[src/logic/dclk_pkg.sv]
package dclk_pkg;
    localparam int unsigned DCLK_CLK_PERIOD_PS = 10000;
    localparam logic [3:0] DCLK_MODE_SET_SPACING = 4'h4;
    localparam int unsigned DCLK_HOLD_AFTER_ENTRY_NS = 10;
    localparam int unsigned DCLK_EXIT_TIME_NS = 24;
    localparam int unsigned DCLK_LOCK_CYCLES = 512;
    localparam int unsigned DCLK_HOLD_CYC =
        (DCLK_HOLD_AFTER_ENTRY_NS * 1000 + DCLK_CLK_PERIOD_PS - 1) / DCLK_CLK_PERIOD_PS;
    localparam int unsigned DCLK_EXIT_CYC =
        (DCLK_EXIT_TIME_NS * 1000 + DCLK_CLK_PERIOD_PS - 1) / DCLK_CLK_PERIOD_PS;
    localparam int unsigned DCLK_DLL_DISABLE_POS = 0;
    localparam int unsigned DCLK_LEVEL_EN_POS = 7;
    localparam int unsigned DCLK_DLL_RESET_POS = 8;
    localparam logic [2:0] DCLK_CMD_MRS = 3'h0;
    localparam logic [2:0] DCLK_CMD_REF = 3'h1;
    localparam logic [2:0] DCLK_CMD_NOP = 3'h7;
    localparam logic [1:0] DCLK_MR_BASE = 2'h0;
    localparam logic [1:0] DCLK_MR_EXT1 = 2'h1;
    localparam logic [15:0] DCLK_EXT1_RESET = 16'h0000;
    localparam logic [11:0] DCLK_AXI_STATUS = 12'h000;
    localparam logic [11:0] DCLK_AXI_EXT1 = 12'h004;
    localparam logic [11:0] DCLK_AXI_BASE = 12'h008;
    localparam logic [11:0] DCLK_AXI_LOCKCFG = 12'h00C;
    typedef enum logic [2:0] {
        DCLK_ACTIVE = 3'b000,
        DCLK_SELF_REFRESH = 3'b001,
        DCLK_POWER_DOWN = 3'b010,
        DCLK_EXIT_WAIT = 3'b011,
        DCLK_RELOCK = 3'b100
    } dclk_state_t;
endpackage

[src/logic/dclk_core.sv]
// Implementation choices: the placing of the registers and register access over AXI4-Lite.
`timescale 1ns/1ps
module dclk_core
    import dclk_pkg::*;
#(
    parameter int unsigned LOCK_CYCLES = DCLK_LOCK_CYCLES
) (
    // System
    input wire logic aclk,
    input wire logic aresetn,
    // Memory command pins from the controller
    input wire logic mem_clk,
    input wire logic mem_cke,
    input wire logic mem_odt,
    input wire logic [2:0] mem_cmd,
    input wire logic [1:0] mem_mr_sel,
    input wire logic [15:0] mem_addr,
    // Strobes and data feedback
    input wire logic upper_lane_strobe,
    input wire logic lower_lane_strobe,
    output logic [15:0] dq_o,
    output logic [15:0] dq_oe,
    output logic strobe_term_on,
    output logic dq_term_on,
    // AXI4-Lite slave
    input wire logic [11:0] s_axi_awaddr,
    input wire logic s_axi_awvalid,
    output logic s_axi_awready,
    input wire logic [31:0] s_axi_wdata,
    input wire logic [3:0] s_axi_wstrb,
    input wire logic s_axi_wvalid,
    output logic s_axi_wready,
    output logic [1:0] s_axi_bresp,
    output logic s_axi_bvalid,
    input wire logic s_axi_bready,
    input wire logic [11:0] s_axi_araddr,
    input wire logic s_axi_arvalid,
    output logic s_axi_arready,
    output logic [31:0] s_axi_rdata,
    output logic [1:0] s_axi_rresp,
    output logic s_axi_rvalid,
    input wire logic s_axi_rready
);
    // Two-flop synchronisers for every pin
    localparam int unsigned SW = 26;
    logic [SW-1:0] pin_raw, s1_q, s2_q;
    assign pin_raw = {mem_clk, mem_cke, mem_odt, mem_cmd, mem_mr_sel, mem_addr,
                      upper_lane_strobe, lower_lane_strobe};
    always_ff @(posedge aclk) begin
        if (!aresetn) begin
            s1_q <= '0;
            s2_q <= '0;
        end else begin
            s1_q <= pin_raw;
            s2_q <= s1_q;
        end
    end
    logic ck_s, cke_s, odt_s, ustb_s, lstb_s;
    logic [2:0] cmd_s;
    logic [1:0] mrsel_s;
    logic [15:0] addr_s;
    assign {ck_s, cke_s, odt_s, cmd_s, mrsel_s, addr_s, ustb_s, lstb_s} = s2_q;

    // Edge history of clock and strobes
    logic ck_prev_q, ustb_prev_q, lstb_prev_q;
    always_ff @(posedge aclk) begin
        if (!aresetn) begin
            ck_prev_q <= 1'b0;
            ustb_prev_q <= 1'b0;
            lstb_prev_q <= 1'b0;
        end else begin
            ck_prev_q <= ck_s;
            ustb_prev_q <= ustb_s;
            lstb_prev_q <= lstb_s;
        end
    end
    logic ck_rise, ustb_rise, lstb_rise;
    assign ck_rise = ck_s && !ck_prev_q;
    assign ustb_rise = ustb_s && !ustb_prev_q;
    assign lstb_rise = lstb_s && !lstb_prev_q;

    // Mode registers, state and counters
    dclk_state_t st_q, st_d;
    logic [15:0] ext1_q, ext1_d, base_q, base_d;
    logic [15:0] cnt_q, cnt_d;
    logic [3:0] mrd_q, mrd_d;
    logic [7:0] cmd_cnt_q, cmd_cnt_d;
    logic [7:0] viol_cnt_q, viol_cnt_d;
    logic [15:0] lock_cfg_q, lock_cfg_d;
    logic freq_ok_q, freq_ok_d;
    logic dll_locked_q, dll_locked_d;
    logic [7:0] upper_fb_q, upper_fb_d, lower_fb_q, lower_fb_d;
    logic cmd_valid, is_mrs, leveling;
    logic [15:0] lock_target;
    assign cmd_valid = ck_rise && cke_s;
    assign is_mrs = cmd_valid && cmd_s == DCLK_CMD_MRS;
    assign leveling = ext1_q[DCLK_LEVEL_EN_POS];
    assign lock_target = lock_cfg_q;

    always_comb begin
        st_d = st_q;
        ext1_d = ext1_q;
        base_d = base_q;
        cnt_d = cnt_q;
        mrd_d = mrd_q;
        cmd_cnt_d = cmd_cnt_q;
        viol_cnt_d = viol_cnt_q;
        freq_ok_d = freq_ok_q;
        dll_locked_d = dll_locked_q;
        upper_fb_d = upper_fb_q;
        lower_fb_d = lower_fb_q;
        // Spacing counts real clock edges only
        if (ck_rise && mrd_q != 4'h0) begin
            mrd_d = mrd_q - 4'h1;
        end
        if (is_mrs) begin
            cmd_cnt_d = cmd_cnt_q + 8'h01;
            if (mrd_q != 4'h0) begin
                viol_cnt_d = viol_cnt_q + 8'h01;
            end else begin
                mrd_d = DCLK_MODE_SET_SPACING - 4'h1;
                if (mrsel_s == DCLK_MR_EXT1) begin
                    ext1_d = addr_s;
                    if (addr_s[DCLK_DLL_DISABLE_POS]) begin
                        dll_locked_d = 1'b0;
                    end
                end else if (mrsel_s == DCLK_MR_BASE) begin
                    base_d = addr_s;
                    if (addr_s[DCLK_DLL_RESET_POS] && !ext1_q[DCLK_DLL_DISABLE_POS]) begin
                        st_d = DCLK_RELOCK;
                        cnt_d = '0;
                        dll_locked_d = 1'b0;
                    end
                end
            end
        end else if (cmd_valid && leveling && cmd_s != DCLK_CMD_NOP) begin
            viol_cnt_d = viol_cnt_q + 8'h01;
        end
        unique case (st_q)
            DCLK_ACTIVE: begin
                if (ck_rise && !cke_s) begin
                    cnt_d = '0;
                    freq_ok_d = 1'b0;
                    st_d = (cmd_s == DCLK_CMD_REF) ? DCLK_SELF_REFRESH : DCLK_POWER_DOWN;
                end
            end
            DCLK_SELF_REFRESH, DCLK_POWER_DOWN: begin
                // Clock is a don't care once hold time has passed
                if (cnt_q < 16'(DCLK_HOLD_CYC)) begin
                    cnt_d = cnt_q + 16'h0001;
                end else begin
                    freq_ok_d = 1'b1;
                end
                if (st_q == DCLK_POWER_DOWN && ck_rise && odt_s) begin
                    viol_cnt_d = viol_cnt_q + 8'h01;
                end
                if (cke_s && ck_rise) begin
                    freq_ok_d = 1'b0;
                    dll_locked_d = (st_q == DCLK_POWER_DOWN) ? 1'b0 : dll_locked_q;
                    cnt_d = '0;
                    st_d = DCLK_EXIT_WAIT;
                end
            end
            DCLK_EXIT_WAIT: begin
                if (cnt_q < 16'(DCLK_EXIT_CYC)) begin
                    cnt_d = cnt_q + 16'h0001;
                end else if (st_d == DCLK_EXIT_WAIT) begin
                    st_d = DCLK_ACTIVE;
                end
            end
            DCLK_RELOCK: begin
                if (ck_rise && (!cke_s || odt_s)) begin
                    viol_cnt_d = viol_cnt_q + 8'h01;
                end
                if (ck_rise) begin
                    cnt_d = cnt_q + 16'h0001;
                end
                if (cnt_q >= lock_target) begin
                    dll_locked_d = 1'b1;
                    st_d = DCLK_ACTIVE;
                end
            end
            default: st_d = DCLK_ACTIVE;
        endcase
        // Leveling feedback: sample clock on each strobe rise
        if (leveling && ustb_rise) begin
            upper_fb_d = {8{ck_s}};
        end
        if (leveling && lstb_rise) begin
            lower_fb_d = {8{ck_s}};
        end
    end

    // AXI4-Lite
    logic aw_hold_q, aw_hold_d, w_hold_q, w_hold_d, bvalid_q, bvalid_d;
    logic rvalid_q, rvalid_d;
    logic [11:0] awaddr_q, awaddr_d;
    logic [31:0] wdata_q, wdata_d, rdata_q, rdata_d;
    logic [1:0] bresp_q, bresp_d, rresp_q, rresp_d;
    logic [15:0] lock_wr;
    always_comb begin
        aw_hold_d = aw_hold_q;
        w_hold_d = w_hold_q;
        awaddr_d = awaddr_q;
        wdata_d = wdata_q;
        bvalid_d = bvalid_q;
        bresp_d = bresp_q;
        rvalid_d = rvalid_q;
        rdata_d = rdata_q;
        rresp_d = rresp_q;
        lock_cfg_d = lock_cfg_q;
        lock_wr = lock_cfg_q;
        if (s_axi_awvalid && s_axi_awready) begin
            aw_hold_d = 1'b1;
            awaddr_d = s_axi_awaddr;
        end
        if (s_axi_wvalid && s_axi_wready) begin
            w_hold_d = 1'b1;
            if (s_axi_wstrb[0]) lock_wr[7:0] = s_axi_wdata[7:0];
            if (s_axi_wstrb[1]) lock_wr[15:8] = s_axi_wdata[15:8];
            wdata_d = {16'h0000, lock_wr};
        end
        if (aw_hold_q && w_hold_q && !bvalid_q) begin
            aw_hold_d = 1'b0;
            w_hold_d = 1'b0;
            bvalid_d = 1'b1;
            if (awaddr_q == DCLK_AXI_LOCKCFG) begin
                lock_cfg_d = wdata_q[15:0];
                bresp_d = 2'b00;
            end else begin
                bresp_d = 2'b10;
            end
        end
        if (bvalid_q && s_axi_bready) bvalid_d = 1'b0;
        if (s_axi_arvalid && s_axi_arready) begin
            rvalid_d = 1'b1;
            rresp_d = 2'b00;
            unique case (s_axi_araddr)
                DCLK_AXI_STATUS: rdata_d = {viol_cnt_q, cmd_cnt_q, 8'h00,
                                            3'h0, dll_locked_q, freq_ok_q, st_q};
                DCLK_AXI_EXT1: rdata_d = {16'h0000, ext1_q};
                DCLK_AXI_BASE: rdata_d = {16'h0000, base_q};
                DCLK_AXI_LOCKCFG: rdata_d = {16'h0000, lock_cfg_q};
                default: begin
                    rdata_d = 32'h00000000;
                    rresp_d = 2'b10;
                end
            endcase
        end else if (rvalid_q && s_axi_rready) begin
            rvalid_d = 1'b0;
        end
    end
    assign s_axi_awready = !aw_hold_q && !bvalid_q;
    assign s_axi_wready = !w_hold_q && !bvalid_q;
    assign s_axi_bvalid = bvalid_q;
    assign s_axi_bresp = bresp_q;
    assign s_axi_arready = !rvalid_q;
    assign s_axi_rvalid = rvalid_q;
    assign s_axi_rdata = rdata_q;
    assign s_axi_rresp = rresp_q;

    always_ff @(posedge aclk) begin
        if (!aresetn) begin
            st_q <= DCLK_ACTIVE;
            ext1_q <= DCLK_EXT1_RESET;
            base_q <= 16'h0000;
            cnt_q <= 16'h0000;
            mrd_q <= 4'h0;
            cmd_cnt_q <= 8'h00;
            viol_cnt_q <= 8'h00;
            freq_ok_q <= 1'b0;
            dll_locked_q <= 1'b1;
            upper_fb_q <= 8'h00;
            lower_fb_q <= 8'h00;
            lock_cfg_q <= 16'(LOCK_CYCLES);
            aw_hold_q <= 1'b0;
            w_hold_q <= 1'b0;
            awaddr_q <= 12'h000;
            wdata_q <= 32'h00000000;
            bvalid_q <= 1'b0;
            bresp_q <= 2'b00;
            rvalid_q <= 1'b0;
            rdata_q <= 32'h00000000;
            rresp_q <= 2'b00;
        end else begin
            st_q <= st_d;
            ext1_q <= ext1_d;
            base_q <= base_d;
            cnt_q <= cnt_d;
            mrd_q <= mrd_d;
            cmd_cnt_q <= cmd_cnt_d;
            viol_cnt_q <= viol_cnt_d;
            freq_ok_q <= freq_ok_d;
            dll_locked_q <= dll_locked_d;
            upper_fb_q <= upper_fb_d;
            lower_fb_q <= lower_fb_d;
            lock_cfg_q <= lock_cfg_d;
            aw_hold_q <= aw_hold_d;
            w_hold_q <= w_hold_d;
            awaddr_q <= awaddr_d;
            wdata_q <= wdata_d;
            bvalid_q <= bvalid_d;
            bresp_q <= bresp_d;
            rvalid_q <= rvalid_d;
            rdata_q <= rdata_d;
            rresp_q <= rresp_d;
        end
    end

    // Feedback drive and termination
    assign dq_o = {upper_fb_q, lower_fb_q};
    assign dq_oe = {16{leveling}};
    assign strobe_term_on = leveling && odt_s;
    assign dq_term_on = !leveling && odt_s && dll_locked_q;
endmodule

[config.mk]
export PLATFORM = sky130hd
export DESIGN_NAME = dclk_core
export DESIGN_NICKNAME = d
export VERILOG_FILES = /design/src/logic/dclk_pkg.sv /design/src/logic/dclk_core.sv
export SDC_FILE = /design/constraint.sdc
export NUM_CORES = 1
export LEC_CHECK = 0
export BUFFER_PORTS_ARGS = -buffer_cell sky130_fd_sc_hd__buf_2
export CAP_MARGIN = 5
export CORE_MARGIN = 2
export CORE_UTILIZATION = 30
export DETAILED_ROUTE_END_ITERATION = 16
export PLACE_DENSITY_LB_ADDON = 0.1
export SETUP_SLACK_MARGIN = 0.3
export SYNTH_ARGS = -nofsm -noshare
export SYNTH_HDL_FRONTEND = slang
export SYNTH_SLANG_ARGS = --single-unit
[constraint.sdc]
create_clock -name aclk -period 3.7 [get_ports aclk]
set_input_delay 0 -clock aclk [delete_from_list [all_inputs] [get_ports aclk]]
set_output_delay 0 -clock aclk [all_outputs]
set_load 0.02 [all_outputs]
# [Word level (Yosys, flattened, before mapping)]
# Cells that the tools add are included.
[op_classes] add_sub_neg=4 n_lt_le_gt_ge=3 n_eq_ne=15 n_mux=53 n_bitwise=3 n_reduce_logical=53
[ops] operator="$mux 16" count=10
[ops] operator="$pmux 32 s4" count=1
[ops] operator="$pmux 16 s4" count=1
[ops] operator="$mux 8" count=7
[ops] operator="$eq 12x4->1 const B" count=3
[ops] operator="$mux 3" count=10
[ops] operator="$logic_and 1x1->1" count=27
[ops] operator="$add 16x1->16 const B" count=1
[ops] operator="$add 8x1->8 const B" count=2
[ops] operator="$ge 16x16->1" count=1
[ops] operator="$lt 16x1->1 const B" count=1
[ops] operator="$lt 16x2->1 const B" count=1
[ops] operator="$pmux 8 s2" count=1
[ops] operator="$mux 1" count=14
[ops] operator="$eq 12x3->1 const B" count=1
[ops] operator="$logic_not 12->1" count=1
[ops] operator="$mux 4" count=3
[ops] operator="$pmux 3 s4" count=1
[ops] operator="$logic_not 1->1" count=10
[ops] operator="$eq 3x2->1 const B" count=3
[ops] operator="$ne 3x3->1 const B" count=3
[ops] operator="$eq 3x1->1 const B" count=2
[ops] operator="$logic_not 3->1" count=2
[ops] operator="$mux 2" count=3
[ops] operator="other kinds (15)" count=22
[totals] ff_bits=214 output_inout_bits=75 word_cells=157

# [Logic depth before layout (Yosys ltp)]
# Gate-level depths: netlist of run 1.
[depth] ltp_word=11 depth_mapped=9

# [Worst setup path after synthesis of run 1]
# OpenSTA, ideal clock, no wires.
[synth_timing] path_kind="reg-to-reg" from="reg cnt_q[2]" to="reg cnt_q[14]" setup_time_ps=134 t_arrival_ps=1978 setup_slack_ps=1588 path_stages_with_launch=7 path_cell_list="dfxtp_1 or4_1 or4_4 nor2b_4 o21ai_4 buf_6 o22ai_1"
[synth_via] elab_chain_len=4 word_cells_on_any_way=8
[synth_lines] item="start: declaration" line_no="dclk_core.sv:85" text="logic [15:0] cnt_q, cnt_d;"
[synth_lines] item="start signal: assignment" line_no="dclk_core.sv:289" text="cnt_q <= cnt_d;"
[synth_lines] item="$add 16x1->16 / $lt 16x1->1 (equally long branches)"
[synth_lines] item="$mux 16" line_no="dclk_core.sv:149" text="if (cnt_q < 16'(DCLK_HOLD_CYC)) begin"
[synth_lines] item="$mux 16" line_no="dclk_core.sv:157" text="if (cke_s && ck_rise) begin"
[synth_lines] item="$pmux 16 s4 *" line_no="dclk_core.sv:139" text="unique case (st_q)"
# Mark *: on every way between the ends. The rest lies on a longest branch, timed or not.
# A chain may end at the register's enable or synchronous reset.

# [Worst setup path after layout of run 1]
[layout_timing] from="reg mrd_q[0]" to="reg ext1_q[12]"
[layout_via] elab_chain_len=3
[layout_lines] item="start: declaration" line_no="dclk_core.sv:86" text="logic [3:0] mrd_q, mrd_d;"
[layout_lines] item="start signal: assignment" line_no="dclk_core.sv:290" text="mrd_q <= mrd_d;"
[layout_lines] item="$reduce_bool 4->1" line_no="dclk_core.sv:118" text="if (mrd_q != 4'h0) begin"
[layout_lines] item="$not 1->1 (no source line)"
[layout_lines] item="$reduce_and 3->1 (no source line)"
[layout_lines] item="end signal: assignment" line_no="dclk_core.sv:287" text="ext1_q <= ext1_d;"
[layout_lines] item="end: declaration" line_no="dclk_core.sv:84" text="logic [15:0] ext1_q, ext1_d, base_q, base_d;"
# Every way passes these cells.

==> run_results.csv, run 1 <==
group,metric,value,unit
status,run_status,"finished, final reports clean",
floorplanning,die_height,178,um
place,postPlaceCellArea,9940,um2
setup_path,worstPathRequired,4.06,ns
worst_hold_path,hold-path-cell-count,4,
sta,fin_crit_sh,71.6,%
route,wl,23700,um
sta,setup_viol,0,
cells_and_area,final_util,38.5,%
global_route,grt_usage,14.9,%
setup_path,end_kind,"flip-flop",
yosys,synthTopCellsByArea,"dfxtp_1, mux2i_1, nor2_1, and2_1, ha_1",
place,place_inst,1446,
cells_and_area,final_cells,1561,
global_route,grt_pass1_wl,37500,um
route,drcViolationCount,0,
clock_network,cts_sinks,212,
yosys,synthSimpleGateAreaFrac,19.5,%
place,gp_congestion,0.755,
setup_path,reg2reg_from,"mrd_q[0]",
cells_and_area,fillers,3034,
pwr,vdd_drop_max,0.298,mV
clock_network,cts.path.max_buffers,3,
sta,tightest_slew,1.21,ns
cells_and_area,drive_above_1_share,19.2,%
worst_hold_path,hp-class,"in2reg",
clock_network,cts_buffers,24,
clock_network,insertion_delay,0.52,ns
yosys,synth_top_cell_by_area,"dfxtp_1",
floorplanning,die-area,31700,um2
run,cap_violations,0,
yosys,avgSynthCellArea,9.22,um2
yosys,synth_warnings,0,
sta,finalCriticalPeriod,2.65,ns
global_route,first_global_vias,6782,
cells_and_area,layout_common_cells,"dfxtp_1, buf_2, nor2_1, dlygate4sd3_1, mux2i_1",
sta,fin_tns_setup,0,ns
cells_and_area,fin_nets,1270,
floorplanning,num_rows,63,
route,vias_per_cell,4.64,
setup_path,reg2reg_depth,7,
cells_and_area,syn_to_final_growth,25.9,%
global_route,gr-total-overflow,0,
yosys,syn_inst,986,
yosys,synthXorXnorAreaFrac,0.964,%
clock_network,clk_pin_slew_worst_paths,0.06,ns
clock_network,cts_max_level,1,
yosys,synth-compound-area-share,12.6,%
setup_path,reg2reg_to,"ext1_q[12]",
route,dr.first_iter.drc_count,381,
clock_network,cts-root-buf,"clkbuf_16",
yosys,synth.cell_area,9090,um2
sta,slew_violations,0,
setup_path,path_max_fanout,16,
yosys,yosys.cell_types.count,62,
route,vias,7246,
floorplanning,start_util,30.6,%
yosys,synthAdderAreaFrac,3.03,%
yosys,synth_edf_count,0,
setup_path,start_kind,"flip-flop",
route,wl_per_cell,15.2,um
floorplanning,io_pins,168,
yosys,ys_async_sr_fraction,0,%
yosys,synth_top_family_by_area,"simple AND/OR/NAND/NOR gates",
cells_and_area,final_common_cell,"dfxtp_1",
yosys,synth_ff_type,"dfxtp_1",
global_route,grt_max_degree,93,
route,detail-route-antenna-nets,0,
yosys,ys_ff_latch,212,
yosys,ys_seq_area_share,46.7,%
worst_hold_path,hp-start,"s_axi_awvalid",
floorplanning,fp.coreArea,29700,um2
pwr,powerDensity,441,nW/um2
clock_network,cts_resized,0,
setup_path,reg2reg_slack,1.05,ns
sta,fmax,377,MHz
pwr,cellLeakagePower,0.00500,uW
cells_and_area,fin_area,11400,um2
sta,skew,0.00882,ns
sta,finalHoldViolCount,0,
sta,maxSlewHeadroom,19.5,%
place,portBuffers,147,
setup_path,arrival,3.01,ns
cells_and_area,diodes,0,
global_route,antenna_found_initial,0,
clock_network,cts_tree,"built",
sta,rsz0062_at_grt,"no",
place,place_hpwl,15800,um
setup_path,worstSetupPathType,"reg2reg",
yosys,synth_top_area_share,46.7,%
route,firstDrtPassIters,4,
yosys,synth_mux_area_share,10.2,%
floorplanning,fp.dieW,178,um
worst_hold_path,hold_end,"awaddr_q[0]",
-- routing by layer --
layer / GRT usage [%] / routed length (um) / vias to the layer above
li1: - / - / 3730
met1: 21.2 / 12000 / 3337
met2: 23.7 / 10300 / 148
met3: 2.15 / 990 / 31
met4: 3.31 / 449 / 0
met5: 0 / 0 / -
-- report_power, final --
part | switching (uW) | internal [uW] | leakage (uW) | total, uW
Sequential | 32.1 | 2340 | 0.00173 | 2380
Clock | 920 | 1420 | 0.000383 | 2340
Combinational | 177 | 156 | 0.00289 | 334
Total | 1130 | 3920 | 0.00500 | 5050
-- worst max-delay path: stages (launching register included) --
cell     delay [ns]
dfxtp_1        0.31
inv_1          0.11
ha_1           0.15
nor3b_1        0.42
nand3_1        0.29
or3b_1         0.86
mux2i_1        0.30
nor2_1         0.05
-- area by class of cell --
| class | count | area (um2) | share of cell area, % |
|---|---|---|---|
| multi-input combinational | 642 | 4220 | 36.8 |
| inverter | 43 | 164 | 1.43 |
| clock inverter | 3 | 40.0 | 0.350 |
| tap | 390 | 488 | 4.26 |
| clock buffer | 39 | 738 | 6.45 |
| timing repair buffer | 232 | 1560 | 13.6 |
| sequential | 212 | 4240 | 37.1 |
-- sequential cells by signal, indices dropped and copies added (netlist names), 12 cells and up --
name	count
base_q	16
s2_q	26
cnt_q	16
ext1_q	16
wdata_q	16
awaddr_q	12
s1_q	26
s_axi_rdata	32
lock_cfg_q	16
-- how the worst max path moves through the flow --
| stage | start | endpoint | slack (ns) | depth (start not counted) |
|---|---|---|---|---|
| 2_1_floorplan | cnt_q[2] | cnt_q[14] | 1.59 | 6 |
| 3_3_place_gp | cnt_q[2] | cnt_q[7] | 1.05 | 5 |
| 3_5_place_dp | mrd_q[0] | ext1_q[0] | 1.05 | 7 |
| 4_1_cts | mrd_q[0] | ext1_q[0] | 1.03 | 7 |
| 5_1_grt | cnt_q[2] | cnt_q[7] | 0.78 | 5 |
| 6_report | mrd_q[0] | ext1_q[12] | 1.05 | 7 |
-- what timing repair did --
item,in CTS,in global routing
hold buffers,73,0
setup buffers,0,0
hold endpoints to repair,56,0
-- cell usage after synthesis (all sizes together), types with 7 or more instances --
cell type / count
a211oi: 18
a21oi: 50
a22oi: 29
and2: 63
buf: 48
clkbuf: 42
dfxtp: 212
ha: 22
inv: 43
mux2: 11
mux2i: 69
nand2: 51
nand2b: 7
nand3: 11
nand4: 11
nor2: 137
nor2b: 9
nor3: 18
nor3b: 7
nor4: 8
o21ai: 23
o221ai: 12
or3: 8
or4: 9
-- kinds of logic (layout without fill, tap and decap cells) --
kind of cell,count (synthesis),count (layout)
compound gates,169,169
xor+xnor,10,10
fa+ha+maj,22,22
buf+inv,133,317
flops,212,212
mux,85,85
other cells,1,2
simple gates,354,354
-- stage by stage --
stage / total power (uW) / hold slack, ns / setup WS (ns)
2_1_floorplan: 2600 / 0.0990 / 1.59
4_1_cts: 5140 / 0.0350 / 1.03
3_5_place_dp: 2700 / 0.190 / 1.05
3_3_place_gp: 2700 / 0.187 / 1.05
5_1_grt: 5270 / 0.0593 / 0.784
6_report: 5050 / 0.0508 / 1.05
Power figures use the tool's default switching activity.
==> inputs of run 2 (changes only) <==
- clock period: 3.7 -> 2.6 ns (I/O delays scaled with it)
==> run_results.csv, run 2 (synthesized netlist as in run 1, its figures left out) <==
group,metric,value,unit
clock_network,cts_tree,"built",
sta,setup_viol,0,
place,place_inst,1462,
clock_network,cts_sinks,212,
cells_and_area,largest_reg_flops,32,
cells_and_area,final_util,39.7,%
cells_and_area,final_common_cell,"dfxtp_1",
route,detail-route-antenna-nets,0,
cells_and_area,layout_common_cells,"dfxtp_1, buf_2, nor2_1, dlygate4sd3_1, mux2i_1",
route,dr.first_iter.drc_count,323,
route,wl,24100,um
cells_and_area,syn_to_final_growth,29.6,%
place,place_hpwl,16100,um
setup_path,worstPathRequired,2.97,ns
cells_and_area,final_cells,1585,
sta,skew,0.0203,ns
sta,finalHoldViolCount,0,
clock_network,cts_buffers,25,
floorplanning,start_util,30.6,%
cells_and_area,diodes,0,
status,run_status,"finished, final reports clean",
sta,maxSlewHeadroom,57.2,%
place,gp_congestion,0.753,
route,firstDrtPassIters,5,
global_route,grt_usage,14.9,%
setup_path,reg2reg_slack,0.37,ns
sta,worst_slack,0.372,ns
route,wl_per_cell,15.2,um
cells_and_area,fin_area,11800,um2
setup_path,worstSetupPathType,"reg2reg",
worst_hold_path,hp-start,"s_axi_awvalid",
clock_network,cts_max_level,1,
sta,rsz0062_at_grt,"yes",
pwr,cellLeakagePower,0.00518,uW
worst_hold_path,hold-path-cell-count,4,
sta,tightest_slew,0.642,ns
floorplanning,die-area,31700,um2
sta,fin_tns_setup,0,ns
global_route,grt_pass1_wl,37700,um
cells_and_area,drive_above_1_share,21.9,%
worst_hold_path,hp-class,"in2reg",
global_route,first_global_vias,6893,
route,drcViolationCount,0,
place,postPlaceCellArea,10100,um2
pwr,powerDensity,634,nW/um2
sta,fin_crit_sh,85.7,%
worst_hold_path,hold_end,"awaddr_q[2]",
sta,fmax,449,MHz
floorplanning,fp.dieW,178,um
setup_path,reg2reg_depth,6,
global_route,gr-total-overflow,0,
clock_network,clk_pin_slew_worst_paths,0.06,ns
clock_network,cts.path.max_buffers,3,
floorplanning,fp.coreArea,29700,um2
setup_path,start_kind,"flip-flop",
place,pre_cts_ws,0.345,ns
setup_path,reg2reg_to,"cnt_q[7]",
place,portBuffers,147,
global_route,grt_max_degree,133,
setup_path,reg2reg_from,"cnt_q[3]",
setup_path,end_kind,"flip-flop",
sta,slew_violations,0,
sta,finalCriticalPeriod,2.23,ns
setup_path,path_max_fanout,8,
floorplanning,io_pins,168,
clock_network,insertion_delay,0.52,ns
cells_and_area,fin_nets,1291,
run,cap_violations,0,
pwr,vdd_drop_max,0.417,mV
floorplanning,die_height,178,um
route,vias_per_cell,4.63,
clock_network,cts-root-buf,"clkbuf_16",
floorplanning,num_rows,63,
setup_path,arrival,2.60,ns
global_route,antenna_found_initial,1,
route,vias,7339,
## run 2: changes by cell type in the layout (fill, tap and decap cells not counted), moves of 3 or more
cell,change
buf_4,+14
clkbuf_8,+7
clkbuf_1,-5
buf_12,+3
## run 2: power by group
part,internal (uW),switching (uW)
clock network,2230,1370
registers,3340,47.4
logic,243,255
total,5810,1670
## run 2: what timing repair did
action	4_1_cts	5_1_grt
endpoints found under the setup margin	0	34
resized for setup	0	12
setup buffers	0	2
hold endpoints to repair	64	0
hold buffers	74	0
## run 2: stage by stage
| step | hold WS, ns | power, uW |
|---|---|---|
| after global placement | 0.189 | 3860 |
| after global routing | 0.0528 | 7780 |
| after detailed placement | 0.194 | 3860 |
| after CTS | 0.0364 | 7590 |
| final | 0.0478 | 7480 |
| after floorplan | 0.0990 | 3710 |
## run 2: layout make-up
class	count	area, um2
clock buffers	41	816
clock inverters	5	53.8
fillers	3027	17900
inverters	43	164
multi-input cells	642	4250
flip-flops and latches	212	4250
well taps	390	488
repair buffers	252	1770
## run 2: worst max-delay path: stages (launching register included)
cell      delay, ns
dfxtp_1        0.34
or4_4          0.54
or4_4          0.59
nor2b_4        0.16
o21ai_4        0.20
buf_12         0.16
o221ai_1       0.11
## run 2: per-layer routing
metal	up-vias	global-route usage [%]	share of wire (%)
li1	3767	-	-
met2	155	23.3	43
met1	3377	21.2	50
met5	-	0	0
met3	40	2.32	4.1
met4	0	4.71	2.7
## run 2: how the worst max path moves through the flow
stage / from / to / slack (ns)
after floorplan: cnt_q[2] / cnt_q[14] / 0.49
after global placement: cnt_q[3] / cnt_q[7] / 0.35
after detailed placement: cnt_q[0] / cnt_q[5] / 0.34
after CTS: cnt_q[0] / cnt_q[5] / 0.31
after global routing: cnt_q[3] / cnt_q[7] / 0.30
final: cnt_q[3] / cnt_q[7] / 0.37
==> inputs of run 3 (changes only) <==
- clock period: 2.6 -> 1.85 ns (I/O delays scaled with it)
==> run_results.csv, run 3 (synthesized netlist as in run 1, its figures left out) <==
group,metric,value,unit
floorplanning,fp.dieW,178,um
place,portBuffers,147,
global_route,gr-total-overflow,0,
floorplanning,io_pins,168,
setup_path,arrival,2.67,ns
cells_and_area,layout_common_cells,"dfxtp_1, buf_2, nor2_1, dlygate4sd3_1, buf_4",
route,wl,25900,um
global_route,antenna_found_initial,0,
global_route,first_global_vias,7396,
clock_network,cts_buffers,26,
cells_and_area,final_common_cell,"dfxtp_1",
global_route,grt_pass1_wl,40100,um
setup_path,worstSetupPathType,"reg2reg",
cells_and_area,syn_to_final_growth,42.2,%
setup_path,worstPathRequired,2.30,ns
place,gp_congestion,0.765,
pwr,power_frac_comb,7.4,%
route,wl_per_cell,15.6,um
global_route,grt_max_degree,77,
sta,maxSlewHeadroom,66.2,%
route,drcViolationCount,0,
pwr,p_sw_share,22.7,%
sta,finalCriticalPeriod,2.22,ns
floorplanning,die_height,178,um
sta,worst_slack,-0.370,ns
sta,finalHoldViolCount,0,
clock_network,clk_pin_slew_worst_paths,0.06,ns
floorplanning,fp.coreArea,29700,um2
place,place_inst,1515,
cells_and_area,fin_area,12900,um2
worst_hold_path,hp-class,"in2reg",
cells_and_area,largest_reg_flops,32,
global_route,grt_usage,16.1,%
place,pre_cts_ws,-0.374,ns
floorplanning,start_util,30.6,%
cells_and_area,drive_above_1_share,31.6,%
pwr,powerDensity,835,nW/um2
sta,slew_violations,0,
cells_and_area,fillers,2908,
pwr,power_frac_clock,48.6,%
clock_network,cts.path.max_buffers,3,
floorplanning,num_rows,63,
place,place_hpwl,17200,um
pwr,vdd_drop_max,0.602,mV
setup_path,path_max_fanout,7,
pwr,power.sequential.fraction,44.0,%
floorplanning,die-area,31700,um2
setup_path,reg2reg_slack,-0.37,ns
cells_and_area,final_cells,1664,
pwr,internal_power,8350,uW
sta,tightest_slew,0.507,ns
run,cap_violations,0,
sta,fmax,450,MHz
status,run_status,"finished, violations left",
route,detail-route-antenna-nets,0,
setup_path,start_kind,"flip-flop",
clock_network,cts_sinks,212,
setup_path,end_kind,"flip-flop",
clock_network,cts_tree,"built",
sta,fin_crit_sh,120,%
route,vias_per_cell,4.68,
place,postPlaceCellArea,10600,um2
cells_and_area,final_util,43.5,%
route,dr.first_iter.drc_count,405,
pwr,p_switching,2450,uW
pwr,cellLeakagePower,0.00570,uW
sta,skew,0.00904,ns
clock_network,insertion_delay,0.53,ns
sta,rsz0062_at_grt,"yes",
status,violations,"setup timing",
route,firstDrtPassIters,5,
route,vias,7781,
cells_and_area,fin_nets,1369,
clock_network,cts_max_level,1,
clock_network,cts-root-buf,"clkbuf_16",
cells_and_area,diodes,0,
sta,setup_viol,20,
[run 3: cell count changes in the layout (fill, tap and decap cells not counted), moves of 6 or more]
cell,before,now
dfxtp_2,2,13
dfxtp_1,210,196
buf_4,26,74
o21ai_0,20,8
a21oi_1,50,44
o21ai_1,0,11
buf_6,1,23
a21oi_2,0,6
[run 3: timing repair]
action,4_1_cts,5_1_grt
gates resized for setup,57,51
hold buffers,75,0
setup buffers,14,8
gates cloned,4,0
pin swaps,26,16
hold endpoints to repair,60,0
setup endpoints to repair,66,89
[run 3: worst paths after layout]
path | start | cells after the start | end
setup / recovery | cnt_q[12] | 7 | cnt_q[15]
hold / removal | s_axi_awvalid | 4 | awaddr_q[6]
setup reg to reg | cnt_q[12] | 7 | cnt_q[15]
hold reg to reg | s1_q[5] | 1 | s2_q[5]
[run 3: cell type report]
cell class,count,area (um2),area share [%]
flip-flops and latches,212,4270,33.1
clock inverters,8,106,0.823
multi-input cells,643,4590,35.5
clock buffers,40,805,6.23
repair buffers,328,2500,19.4
inverters,43,164,1.27
well taps,390,488,3.78
[run 3: worst max-delay path: stages, from the launching register on]
cell	delay, ns
dfxtp_2	0.32
or4_4	0.53
or4_4	0.56
buf_6	0.14
o21ai_4	0.21
buf_6	0.19
o2111ai_1	0.11
o221ai_1	0.09
[run 3: layer usage]
metal  up-vias  wire length (um)  track usage, %
met5         -                 0               0
met2       169             11600            25.6
met3        27              1110            2.30
met1      3631             12800            22.9
li1       3954                 -               -
met4         0               449            3.83
[run 3: power groups by stage]
stage	registers, uW	clock network, uW	logic, uW
3_5_place_dp	4850	0	619
5_1_grt	4760	5580	875
6_report	4750	5250	797
3_3_place_gp	4850	0	617
2_1_floorplan	4830	0	387
4_1_cts	4750	5400	776
[run 3: through the flow]
stage                     total power (uW)  TNS (ns)  hold WS [ns]
after floorplan                       5220     -2.95        0.0990
after global placement                5470     -6.72         0.191
after detailed placement              5470     -6.30         0.194
after CTS                            10900     -5.68        0.0101
after global routing                 11200     -8.60        0.0542
final                                10800     -5.55        0.0276
